`src/hot_swap_pkg.sv`:
```
// Shared constants for the hot-swap fault sequencer and its integrator
package hot_swap_pkg;

    // ====================
    // Clock and timing
    localparam int unsigned CLK_PERIOD_NS = 50;          // 20 MHz system clock
    localparam int unsigned TICK_SHORT_NS = 32000;       // Integrator tick, short-limit variant
    localparam int unsigned TICK_LONG_NS = 128000;       // Integrator tick, long-limit variant
    localparam int unsigned LIMIT_SHORT_NS = 500000;     // Longest current limit, short variant
    localparam int unsigned LIMIT_LONG_NS = 2000000;     // Longest current limit, long variant
    localparam int unsigned DUTY_RATIO = 128;            // Down count is this much slower
    localparam int unsigned RESTART_HOLD_US = 150000;    // Restart hold time, plain default
    localparam int unsigned CLK_PER_US = 1000 / CLK_PERIOD_NS;

    localparam int unsigned TICK_W = 12;
    localparam logic [TICK_W-1:0] TICK_SHORT_CYC = TICK_W'(TICK_SHORT_NS / CLK_PERIOD_NS);
    localparam logic [TICK_W-1:0] TICK_LONG_CYC = TICK_W'(TICK_LONG_NS / CLK_PERIOD_NS);
    // Limit reached after this many ticks, rounded up to whole ticks
    localparam int unsigned LIMIT_TICKS_SHORT = (LIMIT_SHORT_NS + TICK_SHORT_NS - 1) / TICK_SHORT_NS;
    localparam int unsigned LIMIT_TICKS_LONG = (LIMIT_LONG_NS + TICK_LONG_NS - 1) / TICK_LONG_NS;

    localparam int unsigned INTEG_W = 12;
    localparam logic [INTEG_W-1:0] INTEG_UP = INTEG_W'(DUTY_RATIO);
    localparam logic [INTEG_W-1:0] INTEG_LIMIT_SHORT = INTEG_W'(LIMIT_TICKS_SHORT * DUTY_RATIO);
    localparam logic [INTEG_W-1:0] INTEG_LIMIT_LONG = INTEG_W'(LIMIT_TICKS_LONG * DUTY_RATIO);

    localparam int unsigned HOLD_W = 32;
    localparam logic [HOLD_W-1:0] RESTART_HOLD_CYC = HOLD_W'(RESTART_HOLD_US * CLK_PER_US);

    // ====================
    // Register map (byte addresses on the AXI4-Lite bus)
    localparam int unsigned ADDR_W = 8;
    localparam logic [ADDR_W-1:0] CTRL_OFS = 8'h00;    // Bit 0: software hold-off
    localparam logic [ADDR_W-1:0] STATUS_OFS = 8'h04;  // Live state, read only
    localparam logic [ADDR_W-1:0] FAULT_OFS = 8'h08;   // Sticky causes, write 1 to clear
    localparam logic [ADDR_W-1:0] INTEG_OFS = 8'h0c;   // Integrator level, read only
    localparam logic [ADDR_W-1:0] CONFIG_OFS = 8'h10;  // Variant bits, read only
    localparam logic CTRL_RESET = 1'b0;
    localparam int unsigned FAULT_W = 5;
    localparam logic [FAULT_W-1:0] FAULT_RESET = 5'h00;
    localparam int unsigned FLT_OC = 0;
    localparam int unsigned FLT_HOT = 1;
    localparam int unsigned FLT_UV = 2;
    localparam int unsigned FLT_OV = 3;
    localparam int unsigned FLT_LOCK = 4;
    localparam logic [1:0] RESP_OKAY = 2'h0;
    localparam logic [1:0] RESP_SLVERR = 2'h2;

    // ====================
    // Sequencer states
    typedef enum logic [1:0] {
        ST_OFF = 2'b00,    // Waiting for start conditions
        ST_ON = 2'b01,     // Pass switch driven
        ST_HOLD = 2'b10,   // Restart hold time running
        ST_LATCH = 2'b11   // Latched off, waiting for a low supply_above_min_in
    } seq_state_t;

endpackage : hot_swap_pkg

```
`src/fault_integrator.sv`:
```
// Up/down overcurrent fault integrator clocked by a fixed tick
`timescale 1ns/1ps

module fault_integrator #(
    parameter bit LONG_LIMIT = 1'b0
) (
    input wire logic clk_i,
    input wire logic rst_n_i,
    input wire logic over_limit_i,
    input wire logic clear_i,
    output logic fault_o,
    output logic [hot_swap_pkg::INTEG_W-1:0] level_o
);
    import hot_swap_pkg::*;

    // ====================
    // Tick length and trip level per variant
    localparam logic [TICK_W-1:0] TICK_LAST = (LONG_LIMIT ? TICK_LONG_CYC : TICK_SHORT_CYC) - 1'b1;
    localparam logic [INTEG_W-1:0] TRIP = LONG_LIMIT ? INTEG_LIMIT_LONG : INTEG_LIMIT_SHORT;

    logic [TICK_W-1:0] tick_ff, nxt_tick;      // Cycle within tick
    logic seen_ff, nxt_seen;                   // Overcurrent seen this tick
    logic [INTEG_W-1:0] level_ff, nxt_level;   // Accumulated level
    logic fault_ff, nxt_fault;                 // Trip flag

    // ====================
    // Next state: up by the ratio per busy tick, down by one per quiet tick
    always_comb begin
        nxt_tick = tick_ff + 1'b1;
        nxt_seen = seen_ff | over_limit_i;
        nxt_level = level_ff;
        nxt_fault = fault_ff;
        if (clear_i) begin
            // Restart from a clean slate after the sequencer acts
            nxt_tick = '0;
            nxt_seen = 1'b0;
            nxt_level = '0;
            nxt_fault = 1'b0;
        end else if (tick_ff == TICK_LAST) begin
            nxt_tick = '0;
            nxt_seen = 1'b0;
            if (seen_ff | over_limit_i) begin
                // A short burst anywhere in the tick counts as the whole tick
                if (level_ff + INTEG_UP >= TRIP) begin
                    nxt_level = TRIP;
                    nxt_fault = 1'b1;
                end else begin
                    nxt_level = level_ff + INTEG_UP;
                end
            end else if (level_ff != '0) begin
                nxt_level = level_ff - 1'b1;
            end
        end
    end

    // ====================
    // Registers
    always_ff @(posedge clk_i or negedge rst_n_i) begin
        if (!rst_n_i) begin
            tick_ff <= '0;
            seen_ff <= 1'b0;
            level_ff <= '0;
            fault_ff <= 1'b0;
        end else begin
            tick_ff <= nxt_tick;
            seen_ff <= nxt_seen;
            level_ff <= nxt_level;
            fault_ff <= nxt_fault;
        end
    end

    assign fault_o = fault_ff;
    assign level_o = level_ff;

endmodule : fault_integrator

```
`src/hot_swap_fault_sequencer.sv`:
```
// Hot-swap fault sequencer: gate enable, power-good and AXI4-Lite registers
//
// Design decisions made here: the register offsets and the AXI4-Lite register port.
`timescale 1ns/1ps

// Operation
// Start only with supply window, lockout, low current
// Any fault drops the gate drive at once
// Overcurrent raises integrator once per tick
// Tick is 32us short or 128us long
// Sub-tick overcurrent counts a full tick
// Trip at 500us short or 2ms long
// Quiet ticks count down 128 times slower
// Excess overcurrent duty ratio also trips
// Overtemperature drops the gate drive
// Autoretry thermal: hold off restart hold time
// Autoretry thermal: restart only once cooled 20C
// Latched thermal: off until undervoltage toggle
// Latched clear still waits restart hold time
// Power-good needs drain low and gate high
// Power-good drops on drain high or undervoltage
// Power-good polarity fixed per variant
// Overvoltage never toggles asserted power-good
// Autoretry overcurrent restarts after hold time
// Latched overcurrent needs toggle plus hold time
// Hold time and variant are fixed parameters
// Overcurrent synchronised, sampled once per tick
module hot_swap_fault_sequencer #(
    parameter bit AUTORETRY = 1'b1,
    parameter bit LONG_LIMIT = 1'b0,
    parameter bit PG_ACTIVE_HIGH = 1'b0,
    parameter logic [hot_swap_pkg::HOLD_W-1:0] RESTART_HOLD_CYC = hot_swap_pkg::RESTART_HOLD_CYC
) (
    input wire logic clk_i,
    input wire logic rst_n_i,
    // Comparator results, asynchronous to clk_i
    input wire logic supply_above_min_in_i,
    input wire logic supply_high_flag_in_i,
    input wire logic lockout_release_level_i,
    input wire logic limit_trip_level_i,
    input wire logic load_side_low_threshold_i,
    input wire logic drive_margin_level_i,
    input wire logic overheat_limit_i,
    input wire logic overheat_cooled_i,
    // Drive outputs
    output logic gate_enable_o,
    output logic power_good_out_o,
    // AXI4-Lite slave
    input wire logic s_axi_awvalid,
    output logic s_axi_awready,
    input wire logic [hot_swap_pkg::ADDR_W-1:0] s_axi_awaddr,
    input wire logic s_axi_wvalid,
    output logic s_axi_wready,
    input wire logic [31:0] s_axi_wdata,
    input wire logic [3:0] s_axi_wstrb,
    output logic s_axi_bvalid,
    input wire logic s_axi_bready,
    output logic [1:0] s_axi_bresp,
    input wire logic s_axi_arvalid,
    output logic s_axi_arready,
    input wire logic [hot_swap_pkg::ADDR_W-1:0] s_axi_araddr,
    output logic s_axi_rvalid,
    input wire logic s_axi_rready,
    output logic [31:0] s_axi_rdata,
    output logic [1:0] s_axi_rresp
);
    import hot_swap_pkg::*;

    // ====================
    // Input synchronisers
    localparam int unsigned N_IN = 8;
    logic [N_IN-1:0] raw_in;                // Pins gathered for the loop
    logic [N_IN-1:0] meta_ff;               // First stage, read only by stage two
    logic [N_IN-1:0] sync_ff;               // Safe copies for the logic
    assign raw_in = {overheat_cooled_i, overheat_limit_i, drive_margin_level_i,
                     load_side_low_threshold_i, limit_trip_level_i,
                     lockout_release_level_i, supply_high_flag_in_i, supply_above_min_in_i};

    genvar gi;
    generate
        for (gi = 0; gi < N_IN; gi++) begin : g_sync
            // Two flops per comparator; they change at analog pace
            always_ff @(posedge clk_i or negedge rst_n_i) begin
                if (!rst_n_i) begin
                    meta_ff[gi] <= 1'b0;
                    sync_ff[gi] <= 1'b0;
                end else begin
                    meta_ff[gi] <= raw_in[gi];
                    sync_ff[gi] <= meta_ff[gi];
                end
            end
        end
    endgenerate

    logic uv_ok, ov_high, lock_ok, oc_now, drain_low, gate_high, hot, cooled;
    assign {cooled, hot, gate_high, drain_low, oc_now, lock_ok, ov_high, uv_ok} = sync_ff;

    // ====================
    // Overcurrent integrator
    logic oc_fault;                          // Integrator tripped
    logic [INTEG_W-1:0] integ_level;         // For the integrator level register
    logic integ_clear;                       // Reset while switch is off
    seq_state_t state_ff, nxt_state;

    // Only integrate while driving; a stale level must not trip a restart
    assign integ_clear = (state_ff != ST_ON);

    fault_integrator #(
        .LONG_LIMIT(LONG_LIMIT)
    ) u_integ (
        .clk_i(clk_i),
        .rst_n_i(rst_n_i),
        .over_limit_i(oc_now),
        .clear_i(integ_clear),
        .fault_o(oc_fault),
        .level_o(integ_level)
    );

    // ====================
    // Sequencer
    logic [HOLD_W-1:0] hold_ff, nxt_hold;  // Restart hold down-counter
    logic thermal_ff, nxt_thermal;         // Hold must also wait for cooling
    logic gate_ff, nxt_gate;               // Registered gate enable
    logic sw_off_ff;                       // Software hold-off from CTRL
    logic start_ok, trip_now;

    // Start needs the whole window; software hold-off acts as a plain fault
    assign start_ok = uv_ok & ~ov_high & lock_ok & ~oc_now & ~sw_off_ff;
    assign trip_now = oc_fault | hot;

    // Next state of the sequencer
    always_comb begin
        nxt_state = state_ff;
        nxt_hold = hold_ff;
        nxt_thermal = thermal_ff;
        nxt_gate = 1'b0;
        case (state_ff)
            ST_OFF: begin
                if (start_ok & ~hot) begin
                    nxt_state = ST_ON;
                    nxt_gate = 1'b1;
                end
            end
            ST_ON: begin
                nxt_gate = 1'b1;
                if (trip_now) begin
                    nxt_gate = 1'b0;
                    nxt_thermal = hot;
                    nxt_hold = RESTART_HOLD_CYC;
                    nxt_state = AUTORETRY ? ST_HOLD : ST_LATCH;
                end else if (~uv_ok | ov_high | ~lock_ok | sw_off_ff) begin
                    nxt_gate = 1'b0;
                    nxt_state = ST_OFF;
                end
            end
            ST_HOLD: begin
                if (hold_ff != '0) begin
                    nxt_hold = hold_ff - 1'b1;
                end else if (~thermal_ff | cooled) begin
                    nxt_thermal = 1'b0;
                    nxt_state = ST_OFF;
                end
            end
            ST_LATCH: begin
                // Clearing by a low supply_above_min_in still honours the hold
                if (~uv_ok) begin
                    nxt_thermal = 1'b0;
                    nxt_hold = RESTART_HOLD_CYC;
                    nxt_state = ST_HOLD;
                end
            end
            default: begin
                nxt_state = ST_OFF;
            end
        endcase
    end

    // Sequencer registers
    always_ff @(posedge clk_i or negedge rst_n_i) begin
        if (!rst_n_i) begin
            state_ff <= ST_OFF;
            hold_ff <= '0;
            thermal_ff <= 1'b0;
            gate_ff <= 1'b0;
        end else begin
            state_ff <= nxt_state;
            hold_ff <= nxt_hold;
            thermal_ff <= nxt_thermal;
            gate_ff <= nxt_gate;
        end
    end

    assign gate_enable_o = gate_ff;

    // ====================
    // Power-good
    logic pg_ff, nxt_pg;        // Asserted state, polarity free
    logic pg_out_ff, nxt_pg_out;  // Pin level after polarity

    // Only drain high, or undervoltage with the gate low, clears it, so overvoltage keeps it
    always_comb begin
        nxt_pg = pg_ff;
        if (~drain_low | (~gate_high & ~uv_ok)) begin
            nxt_pg = 1'b0;
        end else if (drain_low & gate_high) begin
            nxt_pg = 1'b1;
        end
        nxt_pg_out = PG_ACTIVE_HIGH ? nxt_pg : ~nxt_pg;
    end

    // Power-good registers; the pin idles deasserted through reset
    always_ff @(posedge clk_i or negedge rst_n_i) begin
        if (!rst_n_i) begin
            pg_ff <= 1'b0;
            pg_out_ff <= ~PG_ACTIVE_HIGH;
        end else begin
            pg_ff <= nxt_pg;
            pg_out_ff <= nxt_pg_out;
        end
    end

    assign power_good_out_o = pg_out_ff;

    // ====================
    // Sticky fault causes
    logic [FAULT_W-1:0] fault_ff, nxt_fault, fault_set, fault_clr;
    logic leave_on;

    assign leave_on = (state_ff == ST_ON) & ~nxt_gate;
    assign fault_set = {5{leave_on}} & {~lock_ok, ov_high, ~uv_ok, hot, oc_fault};

    // A cause raised in the clearing cycle survives the clear
    always_comb begin
        nxt_fault = (fault_ff & ~fault_clr) | fault_set;
    end

    always_ff @(posedge clk_i or negedge rst_n_i) begin
        if (!rst_n_i) begin
            fault_ff <= FAULT_RESET;
        end else begin
            fault_ff <= nxt_fault;
        end
    end

    // ====================
    // AXI4-Lite write path
    logic aw_held_ff, nxt_aw_held, w_held_ff, nxt_w_held;
    logic [ADDR_W-1:0] waddr_ff, nxt_waddr;
    logic [31:0] wdata_ff, nxt_wdata;
    logic [3:0] wstrb_ff, nxt_wstrb;
    logic bvalid_ff, nxt_bvalid;
    logic [1:0] bresp_ff, nxt_bresp;
    logic nxt_sw_off, do_write;

    // Address and data are taken in either order; one write at a time
    assign s_axi_awready = ~aw_held_ff & ~bvalid_ff;
    assign s_axi_wready = ~w_held_ff & ~bvalid_ff;
    assign do_write = aw_held_ff & w_held_ff;

    always_comb begin
        nxt_aw_held = aw_held_ff;
        nxt_w_held = w_held_ff;
        nxt_waddr = waddr_ff;
        nxt_wdata = wdata_ff;
        nxt_wstrb = wstrb_ff;
        nxt_bvalid = bvalid_ff;
        nxt_bresp = bresp_ff;
        nxt_sw_off = sw_off_ff;
        fault_clr = '0;
        if (s_axi_awvalid & s_axi_awready) begin
            nxt_aw_held = 1'b1;
            nxt_waddr = s_axi_awaddr;
        end
        if (s_axi_wvalid & s_axi_wready) begin
            nxt_w_held = 1'b1;
            nxt_wdata = s_axi_wdata;
            nxt_wstrb = s_axi_wstrb;
        end
        if (do_write) begin
            nxt_aw_held = 1'b0;
            nxt_w_held = 1'b0;
            nxt_bvalid = 1'b1;
            nxt_bresp = RESP_OKAY;
            case (waddr_ff)
                CTRL_OFS: begin
                    if (wstrb_ff[0]) begin
                        nxt_sw_off = wdata_ff[0];
                    end
                end
                FAULT_OFS: begin
                    if (wstrb_ff[0]) begin
                        fault_clr = wdata_ff[FAULT_W-1:0];
                    end
                end
                STATUS_OFS, INTEG_OFS, CONFIG_OFS: begin
                    // Read-only words ignore writes
                end
                default: begin
                    nxt_bresp = RESP_SLVERR;
                end
            endcase
        end else if (bvalid_ff & s_axi_bready) begin
            nxt_bvalid = 1'b0;
        end
    end

    always_ff @(posedge clk_i or negedge rst_n_i) begin
        if (!rst_n_i) begin
            aw_held_ff <= 1'b0;
            w_held_ff <= 1'b0;
            waddr_ff <= '0;
            wdata_ff <= '0;
            wstrb_ff <= '0;
            bvalid_ff <= 1'b0;
            bresp_ff <= RESP_OKAY;
            sw_off_ff <= CTRL_RESET;
        end else begin
            aw_held_ff <= nxt_aw_held;
            w_held_ff <= nxt_w_held;
            waddr_ff <= nxt_waddr;
            wdata_ff <= nxt_wdata;
            wstrb_ff <= nxt_wstrb;
            bvalid_ff <= nxt_bvalid;
            bresp_ff <= nxt_bresp;
            sw_off_ff <= nxt_sw_off;
        end
    end

    assign s_axi_bvalid = bvalid_ff;
    assign s_axi_bresp = bresp_ff;

    // ====================
    // AXI4-Lite read path
    logic rvalid_ff, nxt_rvalid;
    logic [31:0] rdata_ff, nxt_rdata;
    logic [1:0] rresp_ff, nxt_rresp;

    assign s_axi_arready = ~rvalid_ff;

    always_comb begin
        nxt_rvalid = rvalid_ff;
        nxt_rdata = rdata_ff;
        nxt_rresp = rresp_ff;
        if (s_axi_arvalid & s_axi_arready) begin
            nxt_rvalid = 1'b1;
            nxt_rresp = RESP_OKAY;
            nxt_rdata = '0;
            case (s_axi_araddr)
                CTRL_OFS: nxt_rdata = {31'h0, sw_off_ff};
                STATUS_OFS: nxt_rdata = {16'h0, sync_ff, 2'h0, state_ff, pg_ff, gate_ff,
                                         thermal_ff, oc_fault};
                FAULT_OFS: nxt_rdata = {27'h0, fault_ff};
                INTEG_OFS: nxt_rdata = {20'h0, integ_level};
                CONFIG_OFS: nxt_rdata = {29'h0, PG_ACTIVE_HIGH, LONG_LIMIT, AUTORETRY};
                default: nxt_rresp = RESP_SLVERR;
            endcase
        end else if (rvalid_ff & s_axi_rready) begin
            nxt_rvalid = 1'b0;
        end
    end

    always_ff @(posedge clk_i or negedge rst_n_i) begin
        if (!rst_n_i) begin
            rvalid_ff <= 1'b0;
            rdata_ff <= '0;
            rresp_ff <= RESP_OKAY;
        end else begin
            rvalid_ff <= nxt_rvalid;
            rdata_ff <= nxt_rdata;
            rresp_ff <= nxt_rresp;
        end
    end

    assign s_axi_rvalid = rvalid_ff;
    assign s_axi_rdata = rdata_ff;
    assign s_axi_rresp = rresp_ff;

endmodule : hot_swap_fault_sequencer

```
`config.mk`:
```
export PLATFORM = sky130hd
export DESIGN_NAME = hot_swap_fault_sequencer
export DESIGN_NICKNAME = d
export VERILOG_FILES = /design/src/hot_swap_pkg.sv /design/src/fault_integrator.sv /design/src/hot_swap_fault_sequencer.sv
export SDC_FILE = /design/constraint.sdc
export NUM_CORES = 1
export LEC_CHECK = 0
export BUFFER_PORTS_ARGS = -buffer_cell sky130_fd_sc_hd__buf_2
export CAP_MARGIN = 15
export CORE_ASPECT_RATIO = 2
export CORE_UTILIZATION = 31
export CTS_CLUSTER_DIAMETER = 30
export DETAILED_ROUTE_END_ITERATION = 8
export MAX_ROUTING_LAYER = met4
export PLACE_DENSITY = 0.55
export SKIP_CTS_REPAIR_TIMING = 1
export SLEW_MARGIN = 20
export SYNTH_ARGS = -nofsm -noshare
export SYNTH_HDL_FRONTEND = slang
export SYNTH_SLANG_ARGS = --single-unit
export TNS_END_PERCENT = 5
```
`constraint.sdc`:
```
create_clock -name clk_i -period 2.55 [get_ports clk_i]
set_clock_uncertainty 0.05 [all_clocks]
set_input_delay 0.3825 -clock clk_i [delete_from_list [all_inputs] [get_ports clk_i]]
set_output_delay 0.3825 -clock clk_i [all_outputs]
set_load 0.02 [all_outputs]
```
* Word level (Yosys, flattened, before mapping)
Index checks and enable logic that the tools add are counted.
Word-level totals: output and inout port bits 43, register bits after elaboration 140, word-level logic and storage cells 176, input bits 67
Operators by class: bitwise logic cells 42, add/sub/neg operators 4, equality and inequality tests 20, muxes and demuxes 49, order comparisons 1, reduce and logical (&&, ||, !) cells 22
Operator list (number):
- 32-bit two-way mux | 3
- 32-bit case mux with 3 select lines | 1
- 12-bit two-way mux | 7
- 16-bit case mux with 5 select lines | 1
- 8-bit by 4-bit equality test with 1-bit output, second input constant | 4
- 32-bit nonzero test | 1
- 32-bit by 1-bit subtractor with 32-bit output, second input constant | 1
- 1-bit two-way mux | 23
- 1-bit bitwise AND | 16
- 8-bit by 3-bit equality test with 1-bit output, second input constant | 2
- 8-bit by 5-bit equality test with 1-bit output, second input constant | 2
- 8-bit logical NOT | 2
- 2-bit two-way mux | 8
- 5-bit two-way mux | 3
- 1-bit inverter | 15
- 2-bit nonzero test | 7
- 12-bit by 1-bit adder with 12-bit output, second input constant | 1
- 12-bit by 8-bit adder with 12-bit output, second input constant | 1
- 12-bit by 10-bit equality test with 1-bit output, second input constant | 1
- 12-bit >= comparator, second input constant | 1
- 2-bit inequality test, second input constant | 6
- 12-bit nonzero test | 1
- 12-bit by 1-bit subtractor with 12-bit output, second input constant | 1
- 5-bit bitwise AND | 2
- 17 further kinds | 28

* Logic depth before layout (Yosys ltp)
Gate-level depths: netlist of run 1.
word-level depth 12, mapped depth 8, depth with buffers taken out 7

* Modules after synthesis
A second synthesis of run 1 with hierarchy kept.
Second synthesis, totals: cell total of the unflattened synthesis 580, area total of the unflattened synthesis 6013.3 µm²
Modules (own cells, without submodules):
- hot_swap_fault_sequencer | cells each 410, times used 1, area an instance 4456.8 µm², sequential area each 2403.6 µm²
- fault_integrator | cells each 170, times used 1, area an instance 1556.5 µm², sequential area each 650.6 µm²

* Worst setup path before layout of run 1
Ideal clock, no wire load.
path kind register -> register, start point reg hold_ff[0], end point reg hold_ff[6], arrival 1.977 ns, stages on the path, launching flop included 9, setup time 0.126 ns, path buffers 1, path slack 0.397 ns, cell sequence dfrtp_1 > inv_1 > ha_1 > nor3b_2 > nand4_1 > or3_1 > buf_2 > a311oi_1 > nor2_1
On the way: longest elaborated chain between the ends 3
Ends and longest elaborated chain:
- from (decl) | RTL line hot_swap_fault_sequencer.sv:121 | logic [HOLD_W-1:0] hold_ff, nxt_hold;
- from (signal assigned) | RTL line hot_swap_fault_sequencer.sv:187 | hold_ff <= nxt_hold;
- 32-bit by 1-bit subtractor with 32-bit output / 32-bit nonzero test (equally long branches) | RTL line hot_swap_fault_sequencer.sv:158, hot_swap_fault_sequencer.sv:157
- 32-bit two-way mux / 2-bit inequality test (equally long branches)
- 32-bit case mux with 3 select lines / 4-bit AND reduction (equally long branches)
Parallel ways exist; a longest one is shown, timed or not. The select of a mux whose other input is x is not followed. A chain may end at the register's enable or synchronous reset.

* Worst setup path after layout of run 1
start point reg hold_ff[0], end point reg hold_ff[7]
Same word-level chain as after synthesis.

==> impl_metrics.csv, run 1 <==
group,metric,value,unit
outcome,outcome,"complete, no violations",
hold_path,worstHoldEndpoint,"meta_ff[5]$_DFF_PN0_",
hold_path,worstHoldPathType,"input pin to flip-flop",
cells_and_area,fin_nets,744,
critical_path,path_class,"flip-flop to flip-flop",
clock_tree,cts_made_buffers,17,
placed_design,gp_congestion,0.835,
routing,drt_iter0_drc,189,
logic_synthesis,synth_area_leaders,"dfrtp_1 (50%), mux2_2 (3.9%), o21ai_0 (3.2%), nand2_1 (2.8%), nor2_1 (2.8%)",
cells_and_area,drive_gt1_share,24.4,%
pwr,power.leakage,0.00321,µW
cells_and_area,finish.utilization,38.5,%
floorplanning,die-height,200,µm
sta,max_freq,0.430,GHz
cells_and_area,area_growth,21.6,%
clock_tree,clockBufferDepth,2,
clock_tree,clock_latency,420,ps
global_routing,grt_max_degree,49,
cells_and_area,seqCellArea,3050,µm²
routing,final_antenna_net_count,0,
pwr,internal-power,4240,µW
logic_synthesis,async_flop_share,100,%
critical_path,arrival,2570,ps
critical_path,worstSetupStartpointType,"flip-flop",
routing,viasPerCell,5.21,
logic_synthesis,synth_top_area_share,49.6,%
placed_design,dp_hpwl,12000,µm
logic_synthesis,synthesis.area,6100,µm²
floorplanning,initial_core_util,31.7,%
critical_path,endpoint_kind,"flip-flop",
logic_synthesis,synth_top_cell_by_area,"dfrtp_1",
logic_synthesis,netlist_instances,586,
critical_path,cp.required,2800,ps
cells_and_area,final_cell_mix,"dfrtp_1 (121), buf_2 (60), nand2_1 (45), nor2_1 (45), o21ai_0 (39)",
critical_path,reg2reg_depth,7,
pwr,power_frac_seq,40.0,%
placed_design,placed_cell_area,6810,µm²
sta,worstMarginPinSlew,1040,ps
pwr,p_per_area,827,nW/µm²
sta,hold_violations,0,
routing,wire_per_inst,17.0,µm
sta,rsz0062_at_grt,"false",
pwr,ir_drop,332,µV
sta,slew_violations,0,
floorplanning,core_area,19300,µm²
pwr,combPwrFrac,20.9,%
pwr,p_switching,1900,µW
sta,maxSlewHeadroom,30.7,%
logic_synthesis,synth_edf_count,0,
logic_synthesis,synth_ff_type,"dfrtp_1",
floorplanning,fp.dieW,101,µm
global_routing,grtUsageTotal,17.2,%
pwr,p_clk_share,39.2,%
logic_synthesis,yosysSeqAreaShare,50.1,%
global_routing,grt_pass1_wl,25900,µm
routing,vias,4909,
sta,fin_crit_sh,91.1,%
placed_design,io_buffers,61,
hold_path,holdPathStages,1,
job,maxCapViolCount,0,
cells_and_area,finalInstanceArea,7420,µm²
sta,timing.hold.ws,22.4,ps
critical_path,crit_path_max_fanout,12,
critical_path,worstReg2RegStart,"hold_ff[0]$_DFFE_PN0P_",
global_routing,grt_pass1_vias,5209,
routing,wirelength,16000,µm
sta,setup_viol,0,
clock_tree,clock_sinks,122,
clock_tree,cts.clk_slew.worst_paths,60,ps
logic_synthesis,yosysUniqueCellTypes,68,
critical_path,r2r-end,"hold_ff[7]$_DFFE_PN0P_",
logic_synthesis,yosysWarnings,0,
floorplanning,ios,110,
clock_tree,cts_max_level,4,
clock_tree,cts-root-buf,"clkbuf_16",
cells_and_area,antenna_cells,0,
floorplanning,placementRows,72,
global_routing,grt-ovfl-total,0,
logic_synthesis,avgSynthCellArea,10.4,µm²
clock_tree,cts_tree,"done",
logic_synthesis,ys_ff_latch,122,
floorplanning,die_area,20300,µm²
cells_and_area,fillers,1950,
cells_and_area,multi_input_area,2840,µm²
cells_and_area,mostFrequentLayoutCell,"dfrtp_1",
critical_path,r2r_slack,230,ps
routing,firstDrtPassIters,4,
hold_path,hp-start,"drive_margin_level_i",
global_routing,antenna_found_initial,0,
sta,fin_crit,2320,ps
routing,drc,0,
sta,final.setup.tns,0,ps
pwr,swShare,31.0,%
per-layer routing:
metal  vias up  track usage, %  share of wire (%)
met5         -               -                  0
met1      2461            15.6                 34
met4         0            11.0                4.9
li1       2300               -                  -
met3        47            2.51                2.0
met2       101            32.1                 59
flip-flops by register name, indices dropped and copies added, names as in the netlist, 2 cells and up:
register / cells
u_integ.level_o: 12
fault_ff: 5
s_axi_rdata: 16
meta_ff: 8
wdata_ff: 5
u_integ.tick_ff: 12
waddr_ff: 8
hold_ff: 32
state_ff: 2
power by group through the flow:
stage,combinational [µW],clock (µW),sequential [µW]
5_1_grt,1400,2540,2490
3_5_place_dp,1280,0,2490
4_1_cts,1290,2460,2450
6_report,1280,2400,2450
2_1_floorplan,842,0,2440
3_3_place_gp,1240,0,2470
stage by stage:
step / setup WS (ps) / power [µW] / cells
3_5_place_dp: 246 / 3770 / 910
6_report: 226 / 6140 / 943
3_3_place_gp: 305 / 3710 / 910
5_1_grt: 38.1 / 6430 / 943
4_1_cts: 220 / 6210 / 942
2_1_floorplan: 397 / 3280 / 603
logic make-up (layout without fill, tap and decap cells):
kind of cell,count (synthesis),count (layout),synth area share (%)
AO/OA/AOI/OAI,131,131,14.4
XOR/XNOR,14,14,2.01
adder cells (fa/ha/maj),6,6,1.23
buffers and inverters,53,134,4.41
flip-flops,122,122,50.1
multiplexers,34,34,6.01
other,1,18,0.0615
AND/OR/NAND/NOR,225,225,21.9
synthesized netlist by cell type, types with 3 or more instances:
cell and instances:
o22ai_1 3, nor3_1 14, and3_1 6, or4_1 10
o21ai_0 39, nand3_1 19, nand2_1 45, ha_1 6
inv_1 14, and2_1 4, clkbuf_1 19, a21o_1 3
a22o_1 8, a211oi_1 4, o211ai_1 4, nor4_2 3
nor2b_1 3, dfrtp_1 121, or3_1 18, nand2b_1 8
o31ai_1 14, o311ai_0 7, a21oi_1 20, a32o_1 3
o2bb2ai_1 5, nor4_4 4, nor2_1 45, nor4_1 9
o21a_1 3, buf_4 18, xnor2_1 9, xor2_1 5
a22oi_1 4, nand4_1 11, mux2_2 21, nor3b_1 4
mux2i_1 13
how the worst max path moves through the flow:
stage / start / end / slack, ps / depth (start not counted)
2_1_floorplan: hold_ff[0]$_DFFE_PN0P_ / hold_ff[6]$_DFFE_PN0P_ / 400 / 8
3_3_place_gp: hold_ff[26]$_DFFE_PN0P_ / hold_ff[6]$_DFFE_PN0P_ / 300 / 5
3_5_place_dp: hold_ff[6]$_DFFE_PN0P_ / hold_ff[7]$_DFFE_PN0P_ / 250 / 5
4_1_cts: hold_ff[6]$_DFFE_PN0P_ / hold_ff[7]$_DFFE_PN0P_ / 220 / 5
5_1_grt: hold_ff[0]$_DFFE_PN0P_ / hold_ff[7]$_DFFE_PN0P_ / 40 / 7
6_report: hold_ff[0]$_DFFE_PN0P_ / hold_ff[7]$_DFFE_PN0P_ / 230 / 7
area by class of cell:
cell class | count | share of cell area, %
sequential | 122 | 41.1
multi-input combinational | 428 | 38.3
timing repair buffer | 88 | 7.42
clock buffer | 19 | 6.10
tap | 259 | 4.37
clock inverter | 13 | 1.96
inverter | 14 | 0.708
worst max-delay path, stage by stage (launching register included):
cell and delay, ps:
dfrtp_1 410, inv_1 120, ha_1 200, nor3b_2 230, nand4_1 150, or3_1 590
a311oi_1 370, nor2_1 90
Power figures use the tool's default switching activity.
==> inputs of run 2 (changes only) <==
--- a/config.mk
+++ b/config.mk
@@ -12,7 +12,7 @@
 export CTS_CLUSTER_DIAMETER = 30
 export DETAILED_ROUTE_END_ITERATION = 8
 export MAX_ROUTING_LAYER = met4
-export PLACE_DENSITY = 0.55
+export PLACE_DENSITY = 0.57
 export SKIP_CTS_REPAIR_TIMING = 1
 export SLEW_MARGIN = 20
 export SYNTH_ARGS = -nofsm -noshare
==> constraint.sdc (replaced) <==
create_clock -name clk_i -period 2.07 [get_ports clk_i]
set_clock_uncertainty 0.05 [all_clocks]
set_input_delay 0.3105 -clock clk_i [delete_from_list [all_inputs] [get_ports clk_i]]
set_output_delay 0.3105 -clock clk_i [all_outputs]
set_load 0.02 [all_outputs]
==> impl_metrics.csv, run 2 (synthesis results as in run 1) <==
group,metric,value,unit
placed_design,placed_cells,967,
global_routing,antenna_found_initial,0,
critical_path,slowest_delay,430,ps
clock_tree,clock_sinks,122,
floorplanning,fp.dieW,101,µm
global_routing,grt_pass1_wl,27500,µm
clock_tree,clock_latency,410,ps
cells_and_area,fillers,1897,
critical_path,worstSetupStartpointType,"flip-flop",
clock_tree,cts-root-buf,"clkbuf_16",
floorplanning,die_area,20300,µm²
floorplanning,initial_core_util,31.7,%
routing,viasPerCell,5.18,
floorplanning,placementRows,72,
sta,rsz0062_at_grt,"true",
critical_path,path_buf_inv,1,
global_routing,grt_max_degree,41,
pwr,p_per_area,962,nW/µm²
cells_and_area,finish.utilization,42.1,%
floorplanning,core_area,19300,µm²
critical_path,arrival,2460,ps
outcome,outcome,"finished, violations left",
sta,fin_crit_sh,105,%
cells_and_area,fin_cells,1014,
global_routing,grtUsageTotal,18.2,%
sta,maxSlewHeadroom,62.0,%
placed_design,io_buffers,61,
sta,max_freq,0.459,GHz
global_routing,grt_pass1_vias,5540,
cells_and_area,regMostFlops,"hold_ff",
placed_design,gp_congestion,0.878,
routing,firstDrtPassIters,4,
placed_design,dp_hpwl,12900,µm
pwr,ir_drop,611,µV
critical_path,worstReg2RegStart,"hold_ff[1]$_DFFE_PN0P_",
pwr,power.leakage,0.00360,µW
hold_path,worstHoldEndpoint,"s_axi_rvalid$_DFFE_PN0P_",
critical_path,r2r_slack,-110,ps
sta,worstMarginPinSlew,569,ps
cells_and_area,fin_nets,814,
clock_tree,cts_tree,"done",
cells_and_area,finalInstanceArea,8110,µm²
critical_path,path_cells,"inv_1 -> ha_2 -> nor3b_4 -> and4_2 -> nand3_1 -> or4_1 -> a21oi_1",
cells_and_area,mostFrequentLayoutCell,"dfrtp_1",
pwr,p_total,7800,µW
routing,drt_iter0_drc,202,
critical_path,path_class,"flip-flop to flip-flop",
sta,hold_violations,0,
critical_path,crit_path_max_fanout,5,
critical_path,r2r-end,"hold_ff[30]$_DFFE_PN0P_",
clock_tree,cts.clk_slew.worst_paths,60,ps
outcome,violations,"negative setup slack",
critical_path,crit_start,"hold_ff[1]$_DFFE_PN0P_",
placed_design,pre_cts_ws,-154,ps
hold_path,holdPathStages,2,
critical_path,cp_top_family,"simple AND/OR/NAND/NOR gates",
clock_tree,clockBufferDepth,2,
critical_path,reg2reg_depth,7,
job,maxCapViolCount,0,
placed_design,placed_cell_area,7220,µm²
global_routing,grt-ovfl-total,0,
routing,drc,0,
clock_tree,cts_max_level,4,
critical_path,endpoint_kind,"flip-flop",
sta,slew_violations,0,
routing,final_antenna_net_count,0,
cells_and_area,drive_gt1_share,33.8,%
routing,wirelength,17000,µm
sta,fin_crit,2180,ps
routing,wire_per_inst,16.7,µm
hold_path,hp-start,"s_axi_rready",
sta,setup_ws,-107,ps
hold_path,worstHoldPathType,"input pin to flip-flop",
clock_tree,cts_made_buffers,17,
routing,vias,5256,
floorplanning,ios,110,
sta,setup_viol,23,
cells_and_area,largest_reg_flops,32,
cells_and_area,final_cell_mix,"dfrtp_1 (118), buf_4 (84), buf_2 (60), nor2_1 (44), nand2_1 (43)",
critical_path,cp.required,2350,ps
critical_path,slowest_stage,"dfrtp_1",
cells_and_area,area_growth,32.9,%
floorplanning,die-height,200,µm
run 2: final cells by class:
class	instances	area, µm²	share of cell area (%)
Inverter	14	52.6	0.648
Antenna cell	1	2.50	0.0308
Tap cell	259	324	4.00
Timing Repair Buffer	158	1090	13.4
Multi-Input combinational cell	428	3010	37.1
Clock buffer	25	485	5.98
Sequential cell	122	3060	37.7
Clock inverter	7	93.8	1.16
run 2: per-stage QoR:
| stage | setup TNS, ps | hold slack, ps |
|---|---|---|
| after floorplan | -49.1 | -35.1 |
| after global placement | -815 | 263 |
| after detailed placement | -1530 | 275 |
| after CTS | -1990 | -164 |
| after global routing | -4970 | 40.6 |
| final | -1000 | 32.1 |
run 2: how the worst max path moves through the flow:
stage / end / slack (ps) / cells after the start
floorplan: sw_off_ff$_DFFE_PN0P_ / -10 / 4
global placement: fault_ff[1]$_DFF_PN0_ / -150 / 5
detailed placement: fault_ff[0]$_DFF_PN0_ / -150 / 5
CTS: sw_off_ff$_DFFE_PN0P_ / -180 / 4
global route: hold_ff[30]$_DFFE_PN0P_ / -240 / 7
finish: hold_ff[30]$_DFFE_PN0P_ / -110 / 7
run 2: routing by layer:
layer / routed length (µm) / up-vias / global-route usage (%) / part of all wire (%)
li1: - / 2451 / - / -
met1: 5700 / 2639 / 16.9 / 34
met2: 10100 / 114 / 34.3 / 60
met3: 418 / 52 / 2.79 / 2.5
met4: 718 / 0 / 9.68 / 4.2
met5: 0 / - / - / 0
run 2: power breakdown:
group	switching (µW)	internal, µW
combinational	1030	828
sequential	313	2720
clock	1040	1870
total	2390	5410
==> inputs of run 3 (changes only) <==
--- a/config.mk
+++ b/config.mk
@@ -5,9 +5,12 @@
 export SDC_FILE = /design/constraint.sdc
 export NUM_CORES = 1
 export LEC_CHECK = 0
+export ABC_AREA = 1
+export ABC_CLOCK_PERIOD_IN_PS = 2070
 export BUFFER_PORTS_ARGS = -buffer_cell sky130_fd_sc_hd__buf_2
 export CAP_MARGIN = 15
 export CORE_ASPECT_RATIO = 2
+export CORE_MARGIN = 2
 export CORE_UTILIZATION = 31
 export CTS_CLUSTER_DIAMETER = 30
 export DETAILED_ROUTE_END_ITERATION = 8
==> impl_metrics.csv, run 3 <==
group,metric,value,unit
logic_synthesis,synth.most_common_cell,"nand2_1",
logic_synthesis,yosysWarnings,0,
floorplanning,initial_core_util,31.6,%
logic_synthesis,yosysUniqueCellTypes,39,
global_routing,antenna_found_initial,0,
cells_and_area,area_growth,23.9,%
routing,wirelength,17600,µm
logic_synthesis,avgSynthCellArea,7.84,µm²
global_routing,grt_pass1_vias,5652,
critical_path,path_class,"flip-flop to flip-flop",
logic_synthesis,async_flop_share,100,%
sta,slew_violations,0,
global_routing,grt_pass1_wl,28700,µm
placed_design,dp_hpwl,13900,µm
cells_and_area,antenna_cells,0,
placed_design,io_buffers,61,
logic_synthesis,yosysSeqAreaShare,47.3,%
pwr,ir_drop,744,µV
logic_synthesis,ys_ff_latch,122,
cells_and_area,largest_reg_flops,32,
clock_tree,cts_max_level,4,
clock_tree,clock_sinks,122,
logic_synthesis,netlist_instances,823,
cells_and_area,finalInstanceArea,8000,µm²
sta,setup_viol,0,
routing,firstDrtPassIters,5,
logic_synthesis,synth_edf_count,0,
cells_and_area,drive_gt1_share,17.9,%
routing,wl_met3,516,µm
routing,topRoutingLayerUsed,"met4",
floorplanning,die-height,208,µm
placed_design,placed_cell_area,7250,µm²
critical_path,slowest_delay,380,ps
cells_and_area,mostFrequentLayoutCell,"nand2_1",
critical_path,cp.required,2330,ps
routing,final_antenna_net_count,0,
sta,max_freq,0.526,GHz
cells_and_area,regMostFlops,"hold_ff",
routing,wl_met1,6050,µm
global_routing,grt-ovfl-total,0,
logic_synthesis,synthesis.area,6460,µm²
logic_synthesis,synth_top_family_by_area,"simple AND/OR/NAND/NOR gates",
logic_synthesis,synth-xor-area-share,3.39,%
cells_and_area,fin_nets,1005,
logic_synthesis,synth_adder_area_share,1.16,%
placed_design,placed_cells,1170,
routing,viasPerCell,4.65,
sta,fin_crit_sh,91.8,%
clock_tree,cts-root-buf,"clkbuf_16",
critical_path,path_common_cell,"nand2_1",
global_routing,grtUsageTotal,17.5,%
outcome,outcome,"complete, no violations",
critical_path,path_cells,"inv_1 -> ha_1 -> nand2_1 -> nor2_4 -> nand3_1 -> nand2_1 -> nand2_2 -> nand2_1 -> o21ai_2",
cells_and_area,fin_cells,1211,
pwr,power.leakage,0.00394,µW
logic_synthesis,synth_area_leaders,"dfrtp_1 (47%), nand2_1 (13%), nor2_1 (7.5%), inv_1 (4.2%), o21ai_0 (3.9%)",
clock_tree,cts_made_buffers,17,
routing,wire_per_inst,14.6,µm
job,maxCapViolCount,0,
critical_path,crit_path_max_fanout,16,
pwr,p_per_area,1130,nW/µm²
logic_synthesis,synth_ff_type,"dfrtp_1",
logic_synthesis,synthSimpleGateAreaFrac,29.9,%
sta,fin_crit,1900,ps
logic_synthesis,synth_common_cells,"nand2_1 (223), nor2_1 (129), dfrtp_1 (121), inv_1 (73), o21ai_0 (50)",
sta,maxSlewHeadroom,62.4,%
sta,worstMarginPinSlew,564,ps
routing,drt_iter0_drc,246,
floorplanning,fp.dieW,106,µm
hold_path,worstHoldPathType,"input pin to flip-flop",
floorplanning,placementRows,74,
routing,drc,0,
placed_design,pre_cts_ws,158,ps
cells_and_area,fillers,2119,
sta,final.setup.tns,0,ps
logic_synthesis,synthMuxAreaShare,1.38,%
sta,rsz0062_at_grt,"false",
clock_tree,cts_tree,"done",
critical_path,endpoint_kind,"flip-flop",
global_routing,grt_max_degree,40,
critical_path,worstSetupStartpointType,"flip-flop",
critical_path,arrival,2160,ps
clock_tree,clockBufferDepth,2,
floorplanning,core_area,20500,µm²
floorplanning,ios,110,
routing,vias,5636,
placed_design,gp_congestion,0.897,
routing,route.met2.wl,10200,µm
logic_synthesis,synth_top_cell_by_area,"dfrtp_1",
sta,hold_violations,0,
cells_and_area,final_cell_mix,"nand2_1 (223), nor2_1 (126), dfrtp_1 (121), inv_1 (73), buf_2 (60)",
critical_path,slowest_stage,"dfrtp_1",
clock_tree,cts.clk_slew.worst_paths,60,ps
sta,setup_ws,169,ps
logic_synthesis,synth_compound_area_share,8.72,%
clock_tree,clock_latency,430,ps
logic_synthesis,synth_top_area_share,46.9,%
floorplanning,die_area,22100,µm²
-- run 3: changes by cell type in the layout (fill, tap and decap cells not counted), moves of 10 or more --
cell | before | now
nand2_1 | 43 | 223
nor2_1 | 44 | 126
inv_1 | 14 | 73
buf_4 | 84 | 33
nand3_1 | 17 | 47
o21ai_0 | 32 | 50
or3_1 | 16 | 0
mux2_2 | 21 | 7
mux2i_1 | 13 | 1
xor2_1 | 5 | 16
or4_1 | 10 | 0
-- run 3: power by group --
group	leakage, µW	internal (µW)	switching, µW
sequential	0.00157	2810	346
combinational	0.00205	950	1660
clock	0.000315	2140	1120
total	0.00394	5910	3120
-- run 3: kinds of logic after synthesis --
| family | Yosys count |
|---|---|
| compound gates | 99 |
| buf+inv | 111 |
| xor+xnor | 25 |
| simple gates | 451 |
| other cells | 1 |
| mux | 8 |
| fa+ha+maj | 6 |
| flops | 122 |
-- run 3: area by class of cell --
| type | count | area (µm²) | area share (%) |
|---|---|---|---|
| inverters | 78 | 293 | 3.66 |
| clock buffers | 18 | 429 | 5.37 |
| flip-flops and latches | 122 | 3050 | 38.2 |
| well taps | 266 | 333 | 4.16 |
| multi-input cells | 607 | 2950 | 36.9 |
| clock inverters | 14 | 220 | 2.75 |
| repair buffers | 106 | 718 | 8.98 |
-- run 3: metrics by stage --
step	hold slack, ps	util [%]	power [µW]
after floorplan	-35.1	-	4970
after global placement	279	35.4	5750
after detailed placement	277	35.4	5800
after CTS	-171	38.6	9100
after global routing	30.7	39.1	9610
final	22.8	39.1	9030
-- run 3: worst max-delay path, delay by kind of cell, from the launching register on --
kind,cells,cell delay (ps)
fa+ha+maj,1,230
buf+inv,1,80
flops,1,380
compound gates,1,60
simple gates,6,970
-- run 3: metal layers --
metal / global-route usage, % / vias to the layer above
li1: - / 2825
met1: 16.1 / 2645
met2: 33.0 / 121
met3: 3.32 / 45
met4: 9.39 / 0
met5: - / -
-- run 3: final timing paths --
path	to	slack, ps	depth (start not counted)	start
max in group asynchronous	hold_ff[26]$_DFFE_PN0P_	930	3	rst_n_i
setup reg to reg	hold_ff[4]$_DFFE_PN0P_	170	9	hold_ff[0]$_DFFE_PN0P_
setup / recovery	hold_ff[4]$_DFFE_PN0P_	170	9	hold_ff[0]$_DFFE_PN0P_
hold / removal	s_axi_bvalid$_DFFE_PN0P_	20	2	s_axi_bready
hold reg to reg	cooled$_DFF_PN0_	300	0	meta_ff[7]$_DFF_PN0_
min in group asynchronous	s_axi_rvalid$_DFFE_PN0P_	390	2	rst_n_i
